[config.mk]
export PLATFORM = sky130hd
export DESIGN_NAME = motor_start_condition_select
export DESIGN_NICKNAME = d
export VERILOG_FILES = /design/src/start_select_pkg.sv /design/src/spin_sense_if.sv /design/src/spin_sense.sv /design/src/motor_start_condition_select.sv
export SDC_FILE = /design/constraint.sdc
export NUM_CORES = 1
export LEC_CHECK = 0
export BUFFER_PORTS_ARGS = -buffer_cell sky130_fd_sc_hd__buf_2
export CELL_PAD_IN_SITES_DETAIL_PLACEMENT = 1
export CELL_PAD_IN_SITES_GLOBAL_PLACEMENT = 1
export CORE_AREA = 2 2 108 110
export CTS_CLUSTER_DIAMETER = 150
export DETAILED_ROUTE_END_ITERATION = 6
export DIE_AREA = 0 0 110 112
export GPL_ROUTABILITY_DRIVEN = 0
export PLACE_DENSITY = 0.88
export SLEW_MARGIN = 20
export SYNTH_ARGS = -nofsm -noshare
export SYNTH_HDL_FRONTEND = slang
export SYNTH_SLANG_ARGS = --single-unit
[constraint.sdc]
create_clock -name ref_clk_i -period 6.7 [get_ports ref_clk_i]
set_clock_uncertainty 0.15 [all_clocks]
set_input_delay 0.67 -clock ref_clk_i [delete_from_list [all_inputs] [get_ports ref_clk_i]]
set_output_delay 0.67 -clock ref_clk_i [all_outputs]
set_load 0.005 [all_outputs]
[src/start_select_pkg.sv]
package start_select_pkg;

  // ------------------------------------------------------------------
  // BEMF constant code layout
  // ------------------------------------------------------------------
  localparam int unsigned CODE_W       = 7;
  localparam int unsigned MANT_LSB     = 0;
  localparam int unsigned MANT_W       = 4;
  localparam int unsigned EXP_LSB      = 4;
  localparam int unsigned EXP_W        = 3;
  localparam int unsigned WEIGHT_W     = 11;
  localparam int unsigned STEP_UV_HZ   = 920;
  localparam int unsigned MAX_UV_HZ    = 1766400;
  localparam int unsigned MICRO_W      = 21;

  // ------------------------------------------------------------------
  // Timing
  // ------------------------------------------------------------------
  localparam int unsigned CLK_HZ       = 25000000;
  localparam int unsigned STILL_TIMEOUT_US  = 100000;
  localparam int unsigned STILL_TIMEOUT_CYC =
    (STILL_TIMEOUT_US * (CLK_HZ / 1000000));
  localparam int unsigned CNT_W        = 24;

  // ------------------------------------------------------------------
  // Sequencer states and start paths
  // ------------------------------------------------------------------
  typedef enum logic [3:0] {
    ST_POWER_ON,
    ST_SPEED_DETECT,
    ST_JUDGE,
    ST_BRAKE,
    ST_COAST,
    ST_INIT,
    ST_POSITION_DETECT,
    ST_ALIGN,
    ST_ACCEL,
    ST_REVERSE,
    ST_CLOSED
  } seq_state_t;

  typedef enum logic [1:0] {
    PATH_NONE,
    PATH_STATIONARY,
    PATH_FORWARD,
    PATH_REVERSE
  } start_path_t;

  typedef enum logic [1:0] {
    DIR_STILL,
    DIR_FORWARD,
    DIR_REVERSE
  } spin_dir_t;

endpackage : start_select_pkg

[src/spin_sense_if.sv]
`timescale 1ns/10ps
`default_nettype none
interface spin_sense_if;
  logic       cmp_a;
  logic       cmp_b;
  logic       clear;
  logic       valid;
  logic [1:0] dir;
  modport sensor (input cmp_a, input cmp_b, input clear,
                  output valid, output dir);
  modport user   (output cmp_a, output cmp_b, output clear,
                  input valid, input dir);
endinterface : spin_sense_if
`default_nettype wire

[src/spin_sense.sv]
`timescale 1ns/10ps
`default_nettype none
module spin_sense #(
  parameter int unsigned STILL_CYC = start_select_pkg::STILL_TIMEOUT_CYC
) (
  input  wire logic    ref_clk_i,
  input  wire logic    rst_n_i,
  spin_sense_if.sensor ss
);
  if (STILL_CYC < 2 ||
      STILL_CYC >= (1 << start_select_pkg::CNT_W)) begin : g_bad_still
    $error("spin_sense: STILL_CYC out of range");
  end

  logic                              a_reg;
  logic                              a_next;
  logic [start_select_pkg::CNT_W-1:0] cnt_reg;
  logic [start_select_pkg::CNT_W-1:0] cnt_next;
  logic                              valid_reg;
  logic                              valid_next;
  logic [1:0]                        dir_reg;
  logic [1:0]                        dir_next;

  // ------------------------------------------------------------------
  // Direction decode
  // ------------------------------------------------------------------
  always_comb begin
    a_next     = ss.cmp_a;
    cnt_next   = cnt_reg;
    valid_next = valid_reg;
    dir_next   = dir_reg;
    if (ss.clear) begin
      valid_next = 1'b0;
      cnt_next   = '0;
    end else if (!valid_reg) begin
      // Lead or lag.
      if (ss.cmp_a && !a_reg) begin
        valid_next = 1'b1;
        dir_next   = ss.cmp_b ? start_select_pkg::DIR_REVERSE
                              : start_select_pkg::DIR_FORWARD;
      end else if (cnt_reg == STILL_CYC[start_select_pkg::CNT_W-1:0]) begin
        valid_next = 1'b1;
        dir_next   = start_select_pkg::DIR_STILL;
      end else begin
        cnt_next = cnt_reg + 1'b1;
      end
    end
  end

  always_ff @(posedge ref_clk_i) begin
    if (!rst_n_i) begin
      a_reg     <= 1'b0;
      cnt_reg   <= '0;
      valid_reg <= 1'b0;
      dir_reg   <= 2'h0;
    end else begin
      a_reg     <= a_next;
      cnt_reg   <= cnt_next;
      valid_reg <= valid_next;
      dir_reg   <= dir_next;
    end
  end

  assign ss.valid = valid_reg;
  assign ss.dir   = dir_reg;
endmodule : spin_sense
`default_nettype wire

[src/motor_start_condition_select.sv]
// Operation
// Code 0x00 is zero, each step weighs 0.92 mV/Hz, 0x7F is 1766.4.
// The weight is the mantissa shifted left by the exponent.
// Each start classifies the rotor as still, forward or reverse.
// A still rotor is brought into phase by one of two methods.
// Position detect infers the angle from winding inductance.
// Alignment drives a fixed phase pattern to pull the rotor in.
// A forward rotor, if enabled, is resynchronised to closed loop.
// With reverse drive a backward rotor is driven through zero speed.
// Without reverse drive a backward rotor coasts or is braked.
// After coasting or braking the start goes on as for a still rotor.
// The configurer keeps reverse and brake current and surge safe.
// Brake turns on all low sides and ends after low current for time.
// Second comparator lagging by 60 degrees is forward, leading reverse.
// One path per attempt, and a restart after power-up or standby.
`timescale 1ns/10ps
`default_nettype none
module motor_start_condition_select #(
  parameter int unsigned STILL_CYC = start_select_pkg::STILL_TIMEOUT_CYC
) (
  input  wire logic        ref_clk_i,
  input  wire logic        rst_n_i,
  input  wire logic        standby_i,
  input  wire logic        start_i,
  input  wire logic [6:0]  bemf_constant_code_i,
  input  wire logic        speed_detect_enable_i,
  input  wire logic        resync_enable_i,
  input  wire logic        reverse_drive_enable_i,
  input  wire logic        brake_enable_i,
  input  wire logic        position_detect_enable_i,
  input  wire logic        cmp_uv_i,
  input  wire logic        cmp_uw_i,
  input  wire logic        phase_current_low_i,
  input  wire logic        brake_exit_time_done_i,
  input  wire logic        init_done_i,
  input  wire logic        reverse_zero_speed_i,
  input  wire logic        accel_done_i,
  output logic [10:0]      bemf_constant_weight_o,
  output logic [20:0]      bemf_constant_uv_hz_o,
  output logic [1:0]       start_path_o,
  output logic             path_strobe_o,
  output logic             initial_position_detect_o,
  output logic             align_drive_o,
  output logic             brake_low_sides_o,
  output logic             reverse_drive_o,
  output logic             accelerate_o,
  output logic             closed_loop_o,
  output logic [3:0]       state_o
);
  // ------------------------------------------------------------------
  // Code decode
  // ------------------------------------------------------------------
  function automatic logic [10:0] weight_of(input logic [6:0] code);
    weight_of =
      11'(code[start_select_pkg::MANT_LSB +: start_select_pkg::MANT_W]) <<
      code[start_select_pkg::EXP_LSB +: start_select_pkg::EXP_W];
  endfunction : weight_of

  logic [10:0] weight_reg;
  logic [10:0] weight_next;
  logic [20:0] uv_reg;
  logic [20:0] uv_next;

  always_comb begin
    // Mantissa shifted.
    weight_next = weight_of(bemf_constant_code_i);
    // Step weight scaling.
    uv_next = 21'(32'(weight_next) * start_select_pkg::STEP_UV_HZ);
  end

  // ------------------------------------------------------------------
  // Synchronisers
  // ------------------------------------------------------------------
  logic [1:0] uv_sync_reg;
  logic [1:0] uw_sync_reg;
  logic [1:0] uv_sync_next;
  logic [1:0] uw_sync_next;

  always_comb begin
    uv_sync_next = {uv_sync_reg[0], cmp_uv_i};
    uw_sync_next = {uw_sync_reg[0], cmp_uw_i};
  end

  spin_sense_if ss ();
  assign ss.cmp_a = uv_sync_reg[1];
  assign ss.cmp_b = uw_sync_reg[1];

  spin_sense #(
    .STILL_CYC (STILL_CYC)
  ) u_spin_sense (
    .ref_clk_i (ref_clk_i),
    .rst_n_i   (rst_n_i),
    .ss        (ss)
  );

  // ------------------------------------------------------------------
  // Start sequencer
  // ------------------------------------------------------------------
  start_select_pkg::seq_state_t  st_reg;
  start_select_pkg::seq_state_t  st_next;
  start_select_pkg::start_path_t path_reg;
  start_select_pkg::start_path_t path_next;
  logic                          strobe_reg;
  logic                          strobe_next;
  logic                          clear_reg;
  logic                          clear_next;

  assign ss.clear = clear_reg;

  always_comb begin
    st_next     = st_reg;
    path_next   = path_reg;
    strobe_next = 1'b0;
    clear_next  = 1'b0;
    case (st_reg)
      start_select_pkg::ST_POWER_ON: begin
        if (start_i) begin
          path_next = start_select_pkg::PATH_NONE;
          if (speed_detect_enable_i) begin
            clear_next = 1'b1;
            st_next    = start_select_pkg::ST_SPEED_DETECT;
          end else begin
            // Disabled sensing means still.
            path_next   = start_select_pkg::PATH_STATIONARY;
            strobe_next = 1'b1;
            st_next     = start_select_pkg::ST_INIT;
          end
        end
      end
      start_select_pkg::ST_SPEED_DETECT: begin
        if (ss.valid && !clear_reg) begin
          st_next = start_select_pkg::ST_JUDGE;
        end
      end
      start_select_pkg::ST_JUDGE: begin
        // Single path strobe.
        strobe_next = 1'b1;
        // Classify rotor condition.
        case (ss.dir)
          start_select_pkg::DIR_FORWARD: begin
            path_next = start_select_pkg::PATH_FORWARD;
            // Resync to closed.
            st_next = resync_enable_i ? start_select_pkg::ST_CLOSED
                                      : start_select_pkg::ST_INIT;
          end
          start_select_pkg::DIR_REVERSE: begin
            path_next = start_select_pkg::PATH_REVERSE;
            // Reverse drive path.
            if (reverse_drive_enable_i) begin
              st_next = start_select_pkg::ST_REVERSE;
            // Brake or coast.
            end else if (brake_enable_i) begin
              st_next = start_select_pkg::ST_BRAKE;
            end else begin
              clear_next = 1'b1;
              st_next    = start_select_pkg::ST_COAST;
            end
          end
          default: begin
            path_next = start_select_pkg::PATH_STATIONARY;
            st_next   = start_select_pkg::ST_INIT;
          end
        endcase
      end
      start_select_pkg::ST_BRAKE: begin
        // Exit on low current.
        if (phase_current_low_i && brake_exit_time_done_i) begin
          // Continue as still.
          st_next = start_select_pkg::ST_INIT;
        end
      end
      start_select_pkg::ST_COAST: begin
        // Coasted to rest.
        if (ss.valid && !clear_reg) begin
          if (ss.dir == start_select_pkg::DIR_STILL) begin
            st_next = start_select_pkg::ST_INIT;
          end else begin
            clear_next = 1'b1;
          end
        end
      end
      start_select_pkg::ST_INIT: begin
        // Pick initialization method.
        st_next = position_detect_enable_i
                    ? start_select_pkg::ST_POSITION_DETECT
                    : start_select_pkg::ST_ALIGN;
      end
      start_select_pkg::ST_POSITION_DETECT,
      start_select_pkg::ST_ALIGN: begin
        if (init_done_i) begin
          st_next = start_select_pkg::ST_ACCEL;
        end
      end
      start_select_pkg::ST_REVERSE: begin
        if (reverse_zero_speed_i) begin
          st_next = start_select_pkg::ST_ACCEL;
        end
      end
      start_select_pkg::ST_ACCEL: begin
        if (accel_done_i) begin
          st_next = start_select_pkg::ST_CLOSED;
        end
      end
      start_select_pkg::ST_CLOSED: begin
        st_next = st_reg;
      end
      default: begin
        st_next = start_select_pkg::ST_POWER_ON;
      end
    endcase
    // Standby restarts sequencer.
    if (standby_i) begin
      st_next     = start_select_pkg::ST_POWER_ON;
      path_next   = start_select_pkg::PATH_NONE;
      strobe_next = 1'b0;
      clear_next  = 1'b0;
    end
  end

  // ------------------------------------------------------------------
  // Registers
  // ------------------------------------------------------------------
  always_ff @(posedge ref_clk_i) begin
    if (!rst_n_i) begin
      st_reg      <= start_select_pkg::ST_POWER_ON;
      path_reg    <= start_select_pkg::PATH_NONE;
      strobe_reg  <= 1'b0;
      clear_reg   <= 1'b0;
      uv_sync_reg <= 2'h0;
      uw_sync_reg <= 2'h0;
      weight_reg  <= 11'h000;
      uv_reg      <= 21'h000000;
    end else begin
      st_reg      <= st_next;
      path_reg    <= path_next;
      strobe_reg  <= strobe_next;
      clear_reg   <= clear_next;
      uv_sync_reg <= uv_sync_next;
      uw_sync_reg <= uw_sync_next;
      weight_reg  <= weight_next;
      uv_reg      <= uv_next;
    end
  end

  // ------------------------------------------------------------------
  // Outputs
  // ------------------------------------------------------------------
  logic [5:0] drv_reg;
  logic [5:0] drv_next;

  always_comb begin
    // Inductance position sensing.
    drv_next[0] = (st_next == start_select_pkg::ST_POSITION_DETECT);
    // Fixed phase align.
    drv_next[1] = (st_next == start_select_pkg::ST_ALIGN);
    // All low sides on.
    drv_next[2] = (st_next == start_select_pkg::ST_BRAKE);
    // Drive through zero.
    drv_next[3] = (st_next == start_select_pkg::ST_REVERSE);
    drv_next[4] = (st_next == start_select_pkg::ST_ACCEL);
    drv_next[5] = (st_next == start_select_pkg::ST_CLOSED);
  end

  always_ff @(posedge ref_clk_i) begin
    if (!rst_n_i) begin
      drv_reg <= 6'h00;
    end else begin
      drv_reg <= drv_next;
    end
  end

  assign bemf_constant_weight_o    = weight_reg;
  assign bemf_constant_uv_hz_o     = uv_reg;
  assign start_path_o              = path_reg;
  assign path_strobe_o             = strobe_reg;
  assign initial_position_detect_o = drv_reg[0];
  assign align_drive_o             = drv_reg[1];
  assign brake_low_sides_o         = drv_reg[2];
  assign reverse_drive_o           = drv_reg[3];
  assign accelerate_o              = drv_reg[4];
  assign closed_loop_o             = drv_reg[5];
  assign state_o                   = st_reg;
endmodule : motor_start_condition_select
`default_nettype wire

# Yosys cells after proc, flatten, opt, wreduce, memory -nomap -nowiden
# Index checks and enable logic that the tools add are counted.
# op_classes
n_eq_ne	20
bitwise	5
n_shift	1
mul	1
mux	37
reduce_logical	15
add_sub_neg	1
# ops
cell	n
4-bit 2-to-1 mux	11
4-bit one-hot mux with 10 select lines	1
24-bit by 1-bit adder with 24-bit output (second input constant)	1
24-bit by 22-bit equality test with 1-bit output (second input constant)	1
4-bit by 3-bit equality test with 1-bit output (second input constant)	6
4-bit equality test (second input constant)	6
11-bit by 7-bit multiplier with 18-bit output (second input constant)	1
1-bit 2-to-1 mux	14
4-bit by 2-bit equality test with 1-bit output (second input constant)	3
4-bit by 3-bit << shifter with 11-bit output	1
2-bit 2-to-1 mux	4
2-bit one-hot mux with 2 select lines	2
4-bit one-hot mux with 2 select lines	1
3-bit 2-to-1 mux	2
3-bit AND reduction	2
2-bit OR reduction	3
1-bit NOT	5
4-bit by 1-bit equality test with 1-bit output (second input constant)	1
4-bit logical NOT	1
2-bit nonzero test	2
1-bit logical AND	3
1-bit one-hot mux with 3 select lines	1
2-bit by 1-bit equality test with 1-bit output (second input constant)	1
2-bit equality test (second input constant)	1
5 further kinds	6
# totals
inputBits	23
out_inout_bits	45
regBits	78
word_cells	94

# Logic depth before layout (Yosys ltp)
# Gate-level depths: netlist (run 1).
# logic_depth
ltp_word	6
mapped_depth	21
mapped_depth_nobuf	20

# By module
# From an unflattened synthesis (run 1), not the netlist that was laid out.
# unflattened
hier_cells	567
hier_area_um2	4954.8
# modules_own_cells
mod	seq_area_each_um2	n_inst	cells_per_inst	area_per_inst_um2
motor_start_condition_select	920.9	1	398	3530.9
spin_sense	560.5	1	169	1423.9

# Worst setup path after synthesis (run 1)
# No wires, ideal clock.
# synth_path
path_type	input port to flip-flop
startpoint	in bemf_constant_code_i[5]
endpoint	reg uv_reg[18] (netlist: bemf_constant_uv_hz_o[18])
arrival_time_ns	5.117
path_buffers	1
setup_slack_ns	1.318
setup_ns	0.115
stages	16
cell_sequence	clkbuf_1 > nand3_1 > o21ai_0 > fa_1 > fa_1 > ha_1 > inv_1 > fa_1 > inv_1 > ha_1 > and3_1 > and3_1 > a221oi_1 > o21bai_1 > xor2_1 > and2_1
# synth_between
elab_chain_len	2
# synth_rtl
item	line	source
start: declaration	motor_start_condition_select.sv:25	input wire logic [6:0] bemf_constant_code_i,
4-bit by 3-bit << shifter with 11-bit output	motor_start_condition_select.sv:55	11'(code[start_select_pkg::MANT_LSB +: start_select_pkg::MANT_W]) <<
net weight_next[6]	motor_start_condition_select.sv:60	logic [10:0] weight_next;
11-bit by 7-bit multiplier with 18-bit output	motor_start_condition_select.sv:68	uv_next = 21'(32'(weight_next) * start_select_pkg::STEP_UV_HZ);
end signal: assignment	motor_start_condition_select.sv:241	uv_reg <= uv_next;
end: declaration	motor_start_condition_select.sv:61	logic [20:0] uv_reg;
# The timed path passes the listed nets, and every way through them passes these cells.
# A chain may end at the register's enable or synchronous reset.

# Final worst setup path (run 1)
# layout_path
startpoint	in bemf_constant_code_i[4]
endpoint	reg uv_reg[18] (netlist: bemf_constant_uv_hz_o[18])
# Same word-level chain as after synthesis.

==> impl_metrics.sql, run 1 <==
INSERT INTO impl_metrics (metric_group, metric, value, unit) VALUES
('setup_path', 'critical-path-top-delay-family', 'adder cells', ''),
('finish', 'most_common_library_cell_in_the_layout_ignoring_fill_and_taps', 'dfxtp_1', ''),
('timing', 'timing_worst_slew_pin_value', '941', 'ps'),
('synth', 'synth_async_sr_flop_share', '0', ''),
('finish', 'finish.net_count', '687', ''),
('timing', 'final_number_of_hold_violating_endpoints', '0', ''),
('timing', 'layout_setup_ws', '1080', 'ps'),
('placed_design', 'io_buffer_count', '64', ''),
('global_routing', 'first_global_vias', '4374', ''),
('routing', 'detailedRoute.firstPassIterationCount', '4', ''),
('placed_design', 'detailed_place.area', '5190', 'um2'),
('synth', 'synth_edf_count', '0', ''),
('setup_path', 'critical_path.max_fanout', '10', ''),
('setup_path', 'endpoint_kind', 'register', ''),
('setup_path', 'timing.critical_path.cells', 'buf_2, mux2i_1, o21ai_0, nand2_1, o21ai_1, fa_1, fa_1, ha_1, inv_1, fa_1, inv_1, ha_1, and3_1, and3_1, a221oi_1, o21bai_1, xor2_1, and2_1', ''),
('clock_network', 'cts_setup_buffers', '0', ''),
('finish', 'layout.cells.most_common_list', 'dfxtp_1, buf_2, nor2_1, ha_1, inv_1', ''),
('die', 'io-pin-count', '68', ''),
('die', 'core-area', '11200', 'um2'),
('finish', 'antenna_cells', '0', ''),
('die', 'design.die.area', '12300', 'um2'),
('clock_network', 'cts_hold_repair.buffers', '0', ''),
('setup_path', 'critical-path-top-cell-by-count', 'fa_1', ''),
('power_and_ir_drop', 'p_leak', '2.64', 'nW'),
('timing', 'slew_headroom', '0.373', ''),
('routing', 'wirelength', '12.5', 'mm'),
('clock_network', 'cts_tree', 'built', ''),
('synth', 'syn-instance-count', '538', ''),
('synth', 'synth_seq_area_share', '0.309', ''),
('outcome', 'result_of_the_run', 'complete, no violations', ''),
('clock_network', 'worst_setup_hold_path_clk_slew', '60', 'ps'),
('setup_path', 'path_buf_inv', '3', ''),
('setup_path', 'timing.setup.critical_path_class', 'in2reg', ''),
('global_routing', 'grt_util_all_layers', '0.218', ''),
('timing', 'final.period_utilization', '0.838', ''),
('min_path', 'worstHoldPathType', 'reg2reg', ''),
('global_routing', 'grt.overflow.total', '0', ''),
('clock_network', 'postCtsResizedCells', '0', ''),
('clock_network', 'clk-insertion-delay-late', '350', 'ps'),
('placed_design', 'post-place-cells', '727', ''),
('clock_network', 'clock_tree.buffer_depth', '2', ''),
('timing', 'setup_repair_after_global_routing_missed_its_margin', 'false', ''),
('clock_network', 'root_buffer', 'clkbuf_16', ''),
('finish', 'largest_register_ffs', '24', ''),
('die', 'dieHeight', '112', 'um'),
('setup_path', 'worst_setup_path_start_kind', 'primary input', ''),
('setup_path', 'cp_data_arrival_time', '5710', 'ps'),
('timing', 'timing.final.setup_violations', '0', ''),
('timing', 'period_minus_slack', '5620', 'ps'),
('finish', 'stdcell_area', '5490', 'um2'),
('synth', 'synthesis.area', '4790', 'um2'),
('finish', 'synthToLayoutAreaGrowth', '14.7', '%'),
('synth', 'synth.lib_cells_used.distinct', '62', ''),
('clock_network', 'cts_buffers', '9', ''),
('setup_path', 'cpPeakStageDelay', '560', 'ps'),
('routing', 'routed_via_density', '5.39', ''),
('finish', 'instances_no_fill', '743', ''),
('synth', 'ys.flop_type', 'dfxtp_1', ''),
('finish', 'final_layout_size_suffix_gt1_frac', '0.158', ''),
('power_and_ir_drop', 'power.ir.vdd_worst', '116', 'uV'),
('placed_design', 'post-place-ws', '757', 'ps'),
('global_routing', 'grt_start_max_net_pins', '42', ''),
('global_routing', 'first_pass_grt_wire_length', '20.9', 'mm'),
('synth', 'syn_avg_cell_area', '8.90', 'um2'),
('die', 'dieWidth', '110', 'um'),
('routing', 'routed_wire_length_per_instance', '16.8', 'um'),
('routing', 'detail_route.drc_violations', '0', ''),
('placed_design', 'hpwl', '9.39', 'mm'),
('timing', 'tns_setup', '0', 'ps'),
('setup_path', 'critical-path-slowest-cell', 'fa_1', ''),
('setup_path', 'critPathRequiredTime', '6790', 'ps');
## synthesized netlist by cell type, types with 6 or more instances
cell	n	area (um2)
a21o_1	6	45.0
or2_2	6	37.5
fa_1	18	360
xor2_1	24	210
nor2b_1	10	62.6
nand2_1	31	116
nand2b_1	11	68.8
and3_1	8	50.1
nand3_1	18	90.1
dfxtp_1	74	1480
o21ai_0	18	90.1
and2_1	29	181
nor3_1	12	60.1
clkbuf_1	10	37.5
nor2_1	51	191
nand4_1	9	56.3
xnor2_1	10	87.6
buf_2	6	30.0
inv_1	44	165
ha_1	51	638
a21oi_1	16	80.1
mux2i_1	6	60.1
## power breakdown
part / internal (mW) / total (mW) / leakage, nW / switching (mW)
clock: 0.299 / 0.488 / 0.143 / 0.189
sequential: 0.473 / 0.490 / 0.603 / 0.0174
combinational: 0.175 / 0.410 / 1.89 / 0.235
## worst paths after layout
kind	startpoint	end	slack (ps)	cells past startpoint
worst min-delay path	uv_sync_reg[0]	uv_sync_reg[1]	290	1
worst max register to register	u_spin_sense.cnt_reg[0]	u_spin_sense.cnt_reg[16]	4350	7
worst max-delay path	bemf_constant_code_i[4]	bemf_constant_uv_hz_o[18]	1080	18
worst min register to register	uv_sync_reg[0]	uv_sync_reg[1]	290	1
## layer usage
metal / GRT usage / wire length (um) / vias to the layer above
met1: 0.259 / 5300 / 1978
met5: 0 / 0 / -
met2: 0.382 / 6520 / 73
met3: 0.0427 / 403 / 18
li1: - / - / 1939
met4: 0.0844 / 283 / 0
## layout make-up
type	instances	area [um2]
sequential	74	1480
inverter	44	165
multi-input combinational	401	3040
fill	1315	5680
clock inverter	4	51.3
clock buffer	12	246
tap	143	179
timing repair buffer	65	328
## cell families (layout without fill, tap and decap cells)
| group | count (synthesis) | count (layout) | share of synthesized area |
|---|---|---|---|
| and+or+nand+nor | 210 | 210 | 0.236 |
| AOI/OAI and AO/OA | 76 | 76 | 0.106 |
| DFF | 74 | 74 | 0.309 |
| adders and majority gates | 69 | 69 | 0.208 |
| buffers and inverters | 65 | 125 | 0.0572 |
| xor gates and xnor gates | 34 | 34 | 0.0622 |
| muxes | 9 | 9 | 0.0196 |
| other | 1 | 3 | 0.000783 |
## per-stage QoR
stage,hold WS [ps],utilization
global placement,269,0.465
global route,300,0.492
detailed placement,271,0.465
floorplan,262,-
finish,289,0.492
CTS,288,0.492
No activity file was read; power rests on OpenSTA's default activity.
==> inputs of run 2 (changes only) <==
clock period = 5.8 ns   (was 6.7 ns; I/O delays follow)
==> run 2 against run 1 <==
Net effect: critical path depth rose by 2; flip-flop and latch count stayed put; final area rose by 0.57%; cell count grew 0.27%; clock-buffer cell count shrank 1; register-to-register slack got worse by 890 ps; worst hold slack worse by 5.0 ps; non-clock buffer count grew 2; utilization rose by 0.28 points; routed wire length fell by 1.2%; die area stayed put; global-route usage is 0.50 points lower.
==> impl_metrics.sql, run 2 (synthesized netlist as in run 1, its figures left out) <==
INSERT INTO impl_metrics (metric_group, metric, value, unit) VALUES
('outcome', 'result_of_the_run', 'complete, no violations', ''),
('power_and_ir_drop', 'clockPowerShare', '0.361', ''),
('timing', 'period_minus_slack', '5220', 'ps'),
('finish', 'largest_register_ffs', '24', ''),
('global_routing', 'grt.overflow.total', '0', ''),
('setup_path', 'critPathRequiredTime', '5880', 'ps'),
('power_and_ir_drop', 'p_int', '1.10', 'mW'),
('finish', 'post-route-util', '0.494', ''),
('global_routing', 'first_pass_grt_wire_length', '20.6', 'mm'),
('min_path', 'worstHoldPathType', 'reg2reg', ''),
('power_and_ir_drop', 'power.ir.vdd_worst', '120', 'uV'),
('clock_network', 'worst_setup_hold_path_clk_slew', '60', 'ps'),
('timing', 'final.period_utilization', '0.901', ''),
('clock_network', 'h-tree-depth', '3', ''),
('routing', 'antenna_violating_nets_post_route', '0', ''),
('die', 'dieHeight', '112', 'um'),
('finish', 'layout.cells.most_common_list', 'dfxtp_1, buf_2, nor2_1, ha_1, inv_1', ''),
('setup_path', 'worst_setup_path_start_kind', 'primary input', ''),
('clock_network', 'postCtsResizedCells', '0', ''),
('clock_network', 'root_buffer', 'clkbuf_16', ''),
('die', 'start_util', '0.429', ''),
('job', 'timing.max_cap.violations', '0', ''),
('setup_path', 'timing.setup.critical_path_class', 'in2reg', ''),
('setup_path', 'cpPeakStageDelay', '490', 'ps'),
('power_and_ir_drop', 'p_leak', '2.65', 'nW'),
('setup_path', 'cp_data_arrival_time', '5300', 'ps'),
('finish', 'finish.net_count', '689', ''),
('routing', 'wirelength', '12.3', 'mm'),
('routing', 'routed_via_density', '5.26', ''),
('die', 'core-area', '11200', 'um2'),
('power_and_ir_drop', 'power_per_cell_area', '291', 'nW/um2'),
('routing', 'routed_wire_length_per_instance', '16.6', 'um'),
('timing', 'final_number_of_hold_violating_endpoints', '0', ''),
('setup_path', 'endpoint_kind', 'register', ''),
('setup_path', 'reg2reg_depth', '7', ''),
('global_routing', 'grt_start_max_net_pins', '42', ''),
('finish', 'final_layout_size_suffix_gt1_frac', '0.164', ''),
('setup_path', 'critical-path-slowest-cell', 'fa_1', ''),
('routing', 'detail_route.drc_violations', '0', ''),
('setup_path', 'timing.critical_path.cells', 'buf_2, mux2i_1, mux2i_1, mux2_2, nor2_1, nor2_1, ha_1, or2_2, fa_1, ha_1, inv_1, fa_1, inv_1, ha_1, and3_1, and3_1, a221oi_1, o21bai_1, xor2_1, and2_1', ''),
('placed_design', 'detailed_place.area', '5210', 'um2'),
('clock_network', 'clk-insertion-delay-late', '340', 'ps'),
('min_path', 'hold_start', 'uv_sync_reg[0]', ''),
('global_routing', 'grt_antenna_before_repair', '0', ''),
('power_and_ir_drop', 'power.net_switching', '500', 'uW'),
('timing', 'timing_worst_slew_pin_value', '941', 'ps'),
('clock_network', 'cts_tree', 'built', ''),
('finish', 'most_common_library_cell_in_the_layout_ignoring_fill_and_taps', 'dfxtp_1', ''),
('finish', 'antenna_cells', '0', ''),
('routing', 'route.vias.total', '3921', ''),
('timing', 'max_freq', '0.191', 'GHz'),
('global_routing', 'first_global_vias', '4281', ''),
('timing', 'timing.final.max_slew_violations', '0', ''),
('timing', 'timing.final.setup_violations', '0', ''),
('setup_path', 'r2r_start', 'u_spin_sense.cnt_reg[0]', ''),
('placed_design', 'hpwl', '9.34', 'mm'),
('clock_network', 'cts_setup_buffers', '0', ''),
('clock_network', 'cts_buffers', '9', ''),
('placed_design', 'post-place-ws', '192', 'ps'),
('finish', 'stdcell_area', '5520', 'um2'),
('die', 'design.die.area', '12300', 'um2'),
('clock_network', 'clock_tree_sinks', '74', ''),
('setup_path', 'capture_point_of_the_critical_path', 'bemf_constant_uv_hz_o[18]', ''),
('finish', 'synthToLayoutAreaGrowth', '15.3', '%'),
('clock_network', 'cts_hold_repair.buffers', '0', ''),
('placed_design', 'io_buffer_count', '64', ''),
('timing', 'slew_headroom', '0.373', ''),
('die', 'fp-row-count', '39', ''),
('setup_path', 'ff2ff_setup_slack', '3460', 'ps'),
('timing', 'tns_setup', '0', 'ps'),
('timing', 'setup_repair_after_global_routing_missed_its_margin', 'false', ''),
('routing', 'detailedRoute.firstPassIterationCount', '4', ''),
('power_and_ir_drop', 'comb_power_share', '0.287', ''),
('setup_path', 'r2r_end', 'u_spin_sense.cnt_reg[22]', ''),
('setup_path', 'timing.critical_path.from', 'bemf_constant_code_i[4]', ''),
('routing', 'drt_iter0_markers', '160', ''),
('setup_path', 'critical-path-top-cell-by-count', 'ha_1', ''),
('die', 'dieWidth', '110', 'um'),
('global_routing', 'grt_util_all_layers', '0.213', ''),
('setup_path', 'critical_path.max_fanout', '10', ''),
('power_and_ir_drop', 'p_sw_frac', '0.312', ''),
('clock_network', 'clock_tree.buffer_depth', '2', ''),
('die', 'io-pin-count', '68', ''),
('power_and_ir_drop', 'seqPwrFrac', '0.352', ''),
('timing', 'layout_setup_ws', '577', 'ps');
[run 2: through the flow]
stage / hold slack (ps) / instances / power, mW
floorplan: 262 / 540 / 0.891
global placement: 268 / 729 / 1.00
detailed placement: 271 / 729 / 1.03
CTS: 283 / 745 / 1.62
global route: 298 / 745 / 1.71
finish: 284 / 745 / 1.61
[run 2: how the worst min path moves through the flow]
stage                          end  slack (ps)  cells after the start
floorplan           uv_sync_reg[1]         260                      1
detailed placement  uv_sync_reg[1]         270                      1
global placement    uw_sync_reg[1]         270                      1
CTS                 uv_sync_reg[1]         280                      1
global route        uv_sync_reg[1]         300                      1
finish              uv_sync_reg[1]         280                      1
[run 2: area by class of cell]
cell class | instances | area (um2)
clock inverters | 5 | 61.3
fillers | 1323 | 5650
multi-input cells | 401 | 3040
flip-flops and latches | 74 | 1480
inverters | 44 | 165
repair buffers | 67 | 343
clock buffers | 11 | 253
well taps | 143 | 179
[run 2: worst max-delay path, delay by kind of cell]
| family | cells | cell delay (ps) |
|---|---|---|
| AOI/OAI and AO/OA | 2 | 650 |
| xor gates and xnor gates | 1 | 160 |
| adders and majority gates | 5 | 1740 |
| buffers and inverters | 3 | 280 |
| muxes | 3 | 860 |
| and+or+nand+nor | 6 | 1030 |
[run 2: power by group through the flow]
stage                     sequential, mW  combinational [mW]  clock, mW
after floorplan                    0.573               0.319          0
after global placement             0.575               0.427          0
after detailed placement           0.576               0.455          0
after CTS                          0.565               0.468      0.592
after global routing               0.568               0.528      0.614
final                              0.564               0.461      0.580
[run 2: per-layer routing]
| metal | routed length [um] | track usage | vias to the layer above | share of wire |
|---|---|---|---|---|
| met5 | 0 | 0 | - | 0 |
| met4 | 162 | 0.0616 | 0 | 0.013 |
| met3 | 438 | 0.0427 | 12 | 0.035 |
| met2 | 6570 | 0.388 | 63 | 0.53 |
| met1 | 5180 | 0.248 | 1913 | 0.42 |
| li1 | - | - | 1933 | - |
==> inputs of run 3 (changes only) <==
RECOVER_POWER = 100   (was unset)
==> run 3 against run 2 <==
Net effect: the run now ends with max-capacitance violations, max-slew violations left; sequential power hardly changed; cell count stayed put; critical path type unchanged; worst setup slack worse by 110 ps; via count is 0.10% higher; combinational power is 2% lower; largest cell class unchanged; highest routed layer unchanged; sequential share of layout area is 0.16 points higher.
==> impl_metrics.sql, run 3 (synthesized netlist as in run 1, its figures left out) <==
INSERT INTO impl_metrics (metric_group, metric, value, unit) VALUES
('setup_path', 'r2r_end', 'drv_reg[1]', ''),
('setup_path', 'cpPeakStageDelay', '490', 'ps'),
('power_and_ir_drop', 'p_leak', '2.55', 'nW'),
('outcome', 'violations', 'max-capacitance violations, max-slew violations', ''),
('global_routing', 'grt_start_max_net_pins', '42', ''),
('global_routing', 'first_pass_grt_wire_length', '20.6', 'mm'),
('setup_path', 'ff2ff_setup_slack', '3290', 'ps'),
('routing', 'wirelength', '12.4', 'mm'),
('clock_network', 'cts_hold_repair.buffers', '0', ''),
('die', 'fp-row-count', '39', ''),
('placed_design', 'hpwl', '9.34', 'mm'),
('setup_path', 'critical-path-top-delay-family', 'adder cells', ''),
('setup_path', 'timing.critical_path.cells', 'buf_2, mux2i_1, mux2i_1, mux2_1, nor2_1, nor2_1, ha_1, or2_2, fa_1, ha_1, inv_1, fa_1, inv_1, ha_1, and3_1, and3_1, a221oi_1, o21bai_1, xor2_1, and2_0', ''),
('setup_path', 'critical_path.max_fanout', '10', ''),
('timing', 'max_freq', '0.188', 'GHz'),
('timing', 'timing.final.max_slew_violations', '42', ''),
('finish', 'instances_no_fill', '745', ''),
('setup_path', 'reg2reg_depth', '5', ''),
('routing', 'routed_via_density', '5.27', ''),
('min_path', 'worstHoldPathType', 'reg2reg', ''),
('setup_path', 'critical-path-top-cell-by-count', 'ha_1', ''),
('die', 'core-area', '11200', 'um2'),
('clock_network', 'clock_tree_sinks', '74', ''),
('die', 'dieHeight', '112', 'um'),
('power_and_ir_drop', 'power_per_cell_area', '291', 'nW/um2'),
('routing', 'drt_iter0_markers', '159', ''),
('finish', 'largest_register_ffs', '24', ''),
('outcome', 'result_of_the_run', 'finished, violations left', ''),
('timing', 'tns_setup', '0', 'ps'),
('die', 'design.die.area', '12300', 'um2'),
('setup_path', 'critPathRequiredTime', '5870', 'ps'),
('setup_path', 'r2r_start', 'state_o[0]', ''),
('clock_network', 'h-tree-depth', '3', ''),
('finish', 'final_layout_size_suffix_gt1_frac', '0.125', ''),
('global_routing', 'grt.overflow.total', '0', ''),
('timing', 'period_minus_slack', '5330', 'ps'),
('clock_network', 'root_buffer', 'clkbuf_16', ''),
('min_path', 'hold_start', 'uv_sync_reg[0]', ''),
('placed_design', 'post-place-cells', '729', ''),
('clock_network', 'clock_tree.buffer_depth', '2', ''),
('die', 'io-pin-count', '68', ''),
('clock_network', 'cts_tree', 'built', ''),
('clock_network', 'worst_setup_hold_path_clk_slew', '60', 'ps'),
('finish', 'most_common_library_cell_in_the_layout_ignoring_fill_and_taps', 'dfxtp_1', ''),
('min_path', 'holdPathEnd', 'uv_sync_reg[1]', ''),
('routing', 'detailedRoute.firstPassIterationCount', '4', ''),
('die', 'dieWidth', '110', 'um'),
('routing', 'routed_wire_length_per_instance', '16.6', 'um'),
('clock_network', 'cts_setup_buffers', '0', ''),
('global_routing', 'first_global_vias', '4281', ''),
('clock_network', 'cts_buffers', '9', ''),
('timing', 'final_number_of_hold_violating_endpoints', '0', ''),
('timing', 'timing_worst_slew_pin_value', '1530', 'ps'),
('global_routing', 'grt_util_all_layers', '0.213', ''),
('finish', 'post-route-util', '0.491', ''),
('timing', 'final.period_utilization', '0.919', ''),
('finish', 'layout.cells.most_common_list', 'dfxtp_1, nor2_1, ha_1, inv_1, buf_2', ''),
('setup_path', 'path_buf_inv', '3', ''),
('min_path', 'min_path_cells', '1', ''),
('finish', 'finish.net_count', '689', ''),
('timing', 'setup_repair_after_global_routing_missed_its_margin', 'false', ''),
('global_routing', 'grt_antenna_before_repair', '0', ''),
('setup_path', 'endpoint_kind', 'register', ''),
('die', 'start_util', '0.429', ''),
('finish', 'synthToLayoutAreaGrowth', '14.7', '%'),
('routing', 'antenna_violating_nets_post_route', '0', ''),
('power_and_ir_drop', 'power.ir.vdd_worst', '120', 'uV'),
('timing', 'timing.final.setup_violations', '0', ''),
('setup_path', 'timing.setup.critical_path_class', 'in2reg', ''),
('routing', 'route.vias.total', '3925', ''),
('setup_path', 'cp_data_arrival_time', '5400', 'ps'),
('setup_path', 'critical-path-slowest-cell', 'fa_1', ''),
('clock_network', 'clk-insertion-delay-late', '340', 'ps'),
('placed_design', 'io_buffer_count', '64', ''),
('job', 'timing.max_cap.violations', '1', ''),
('setup_path', 'worst_setup_path_start_kind', 'primary input', ''),
('finish', 'antenna_cells', '0', ''),
('clock_network', 'postCtsResizedCells', '0', ''),
('timing', 'slew_headroom', '-0.0223', ''),
('power_and_ir_drop', 'report.power.total', '1.60', 'mW'),
('routing', 'detail_route.drc_violations', '0', ''),
('timing', 'holdWs', '285', 'ps');
[run 3: through the flow]
| step | worst slack [ps] | area (um2) |
|---|---|---|
| 6_report | 469 | 5490 |
| 5_1_grt | 233 | 5490 |
| 4_1_cts | 580 | 5520 |
| 3_5_place_dp | 192 | 5210 |
| 3_3_place_gp | 494 | 5210 |
| 2_1_floorplan | 508 | 4800 |
[run 3: how the worst max path moves through the flow]
stage	start	endpoint	slack, ps	cells after the start
floorplan	bemf_constant_code_i[5]	bemf_constant_uv_hz_o[18]	510	16
global placement	bemf_constant_code_i[4]	bemf_constant_uv_hz_o[18]	490	20
detailed placement	bemf_constant_code_i[4]	bemf_constant_uv_hz_o[18]	190	20
CTS	bemf_constant_code_i[4]	bemf_constant_uv_hz_o[18]	580	20
global route	bemf_constant_code_i[4]	bemf_constant_uv_hz_o[18]	230	20
finish	bemf_constant_code_i[4]	bemf_constant_uv_hz_o[18]	470	20
[run 3: final cells by class]
type / count / area, um2
Fill cell: 1338 / 5680
Tap cell: 143 / 179
Timing Repair Buffer: 67 / 310
Clock inverter: 5 / 61.3
Sequential cell: 74 / 1480
Inverter: 44 / 165
Clock buffer: 11 / 253
Multi-Input combinational cell: 401 / 3040
[run 3: worst reg2reg max path, cell delays in order, from the launching register on]
cell and delay, ps:
dfxtp_1 590, nand2b_1 150, o32a_1 310, o311ai_0 710, nand3_1 270, nor3_1 250
[run 3: power by group]
part / switching, mW / leakage (nW) / total, mW / internal (mW)
clock network: 0.222 / 0.144 / 0.579 / 0.358
registers: 0.0190 / 0.603 / 0.565 / 0.546
logic: 0.260 / 1.80 / 0.454 / 0.194
total: 0.501 / 2.55 / 1.60 / 1.10
[run 3: per-layer routing]
| metal | global-route usage | routed length (um) | vias up |
|---|---|---|---|
| li1 | - | - | 1937 |
| met1 | 0.248 | 5200 | 1911 |
| met3 | 0.0427 | 423 | 14 |
| met4 | 0.0616 | 166 | 0 |
| met2 | 0.388 | 6570 | 63 |
| met5 | 0 | 0 | - |
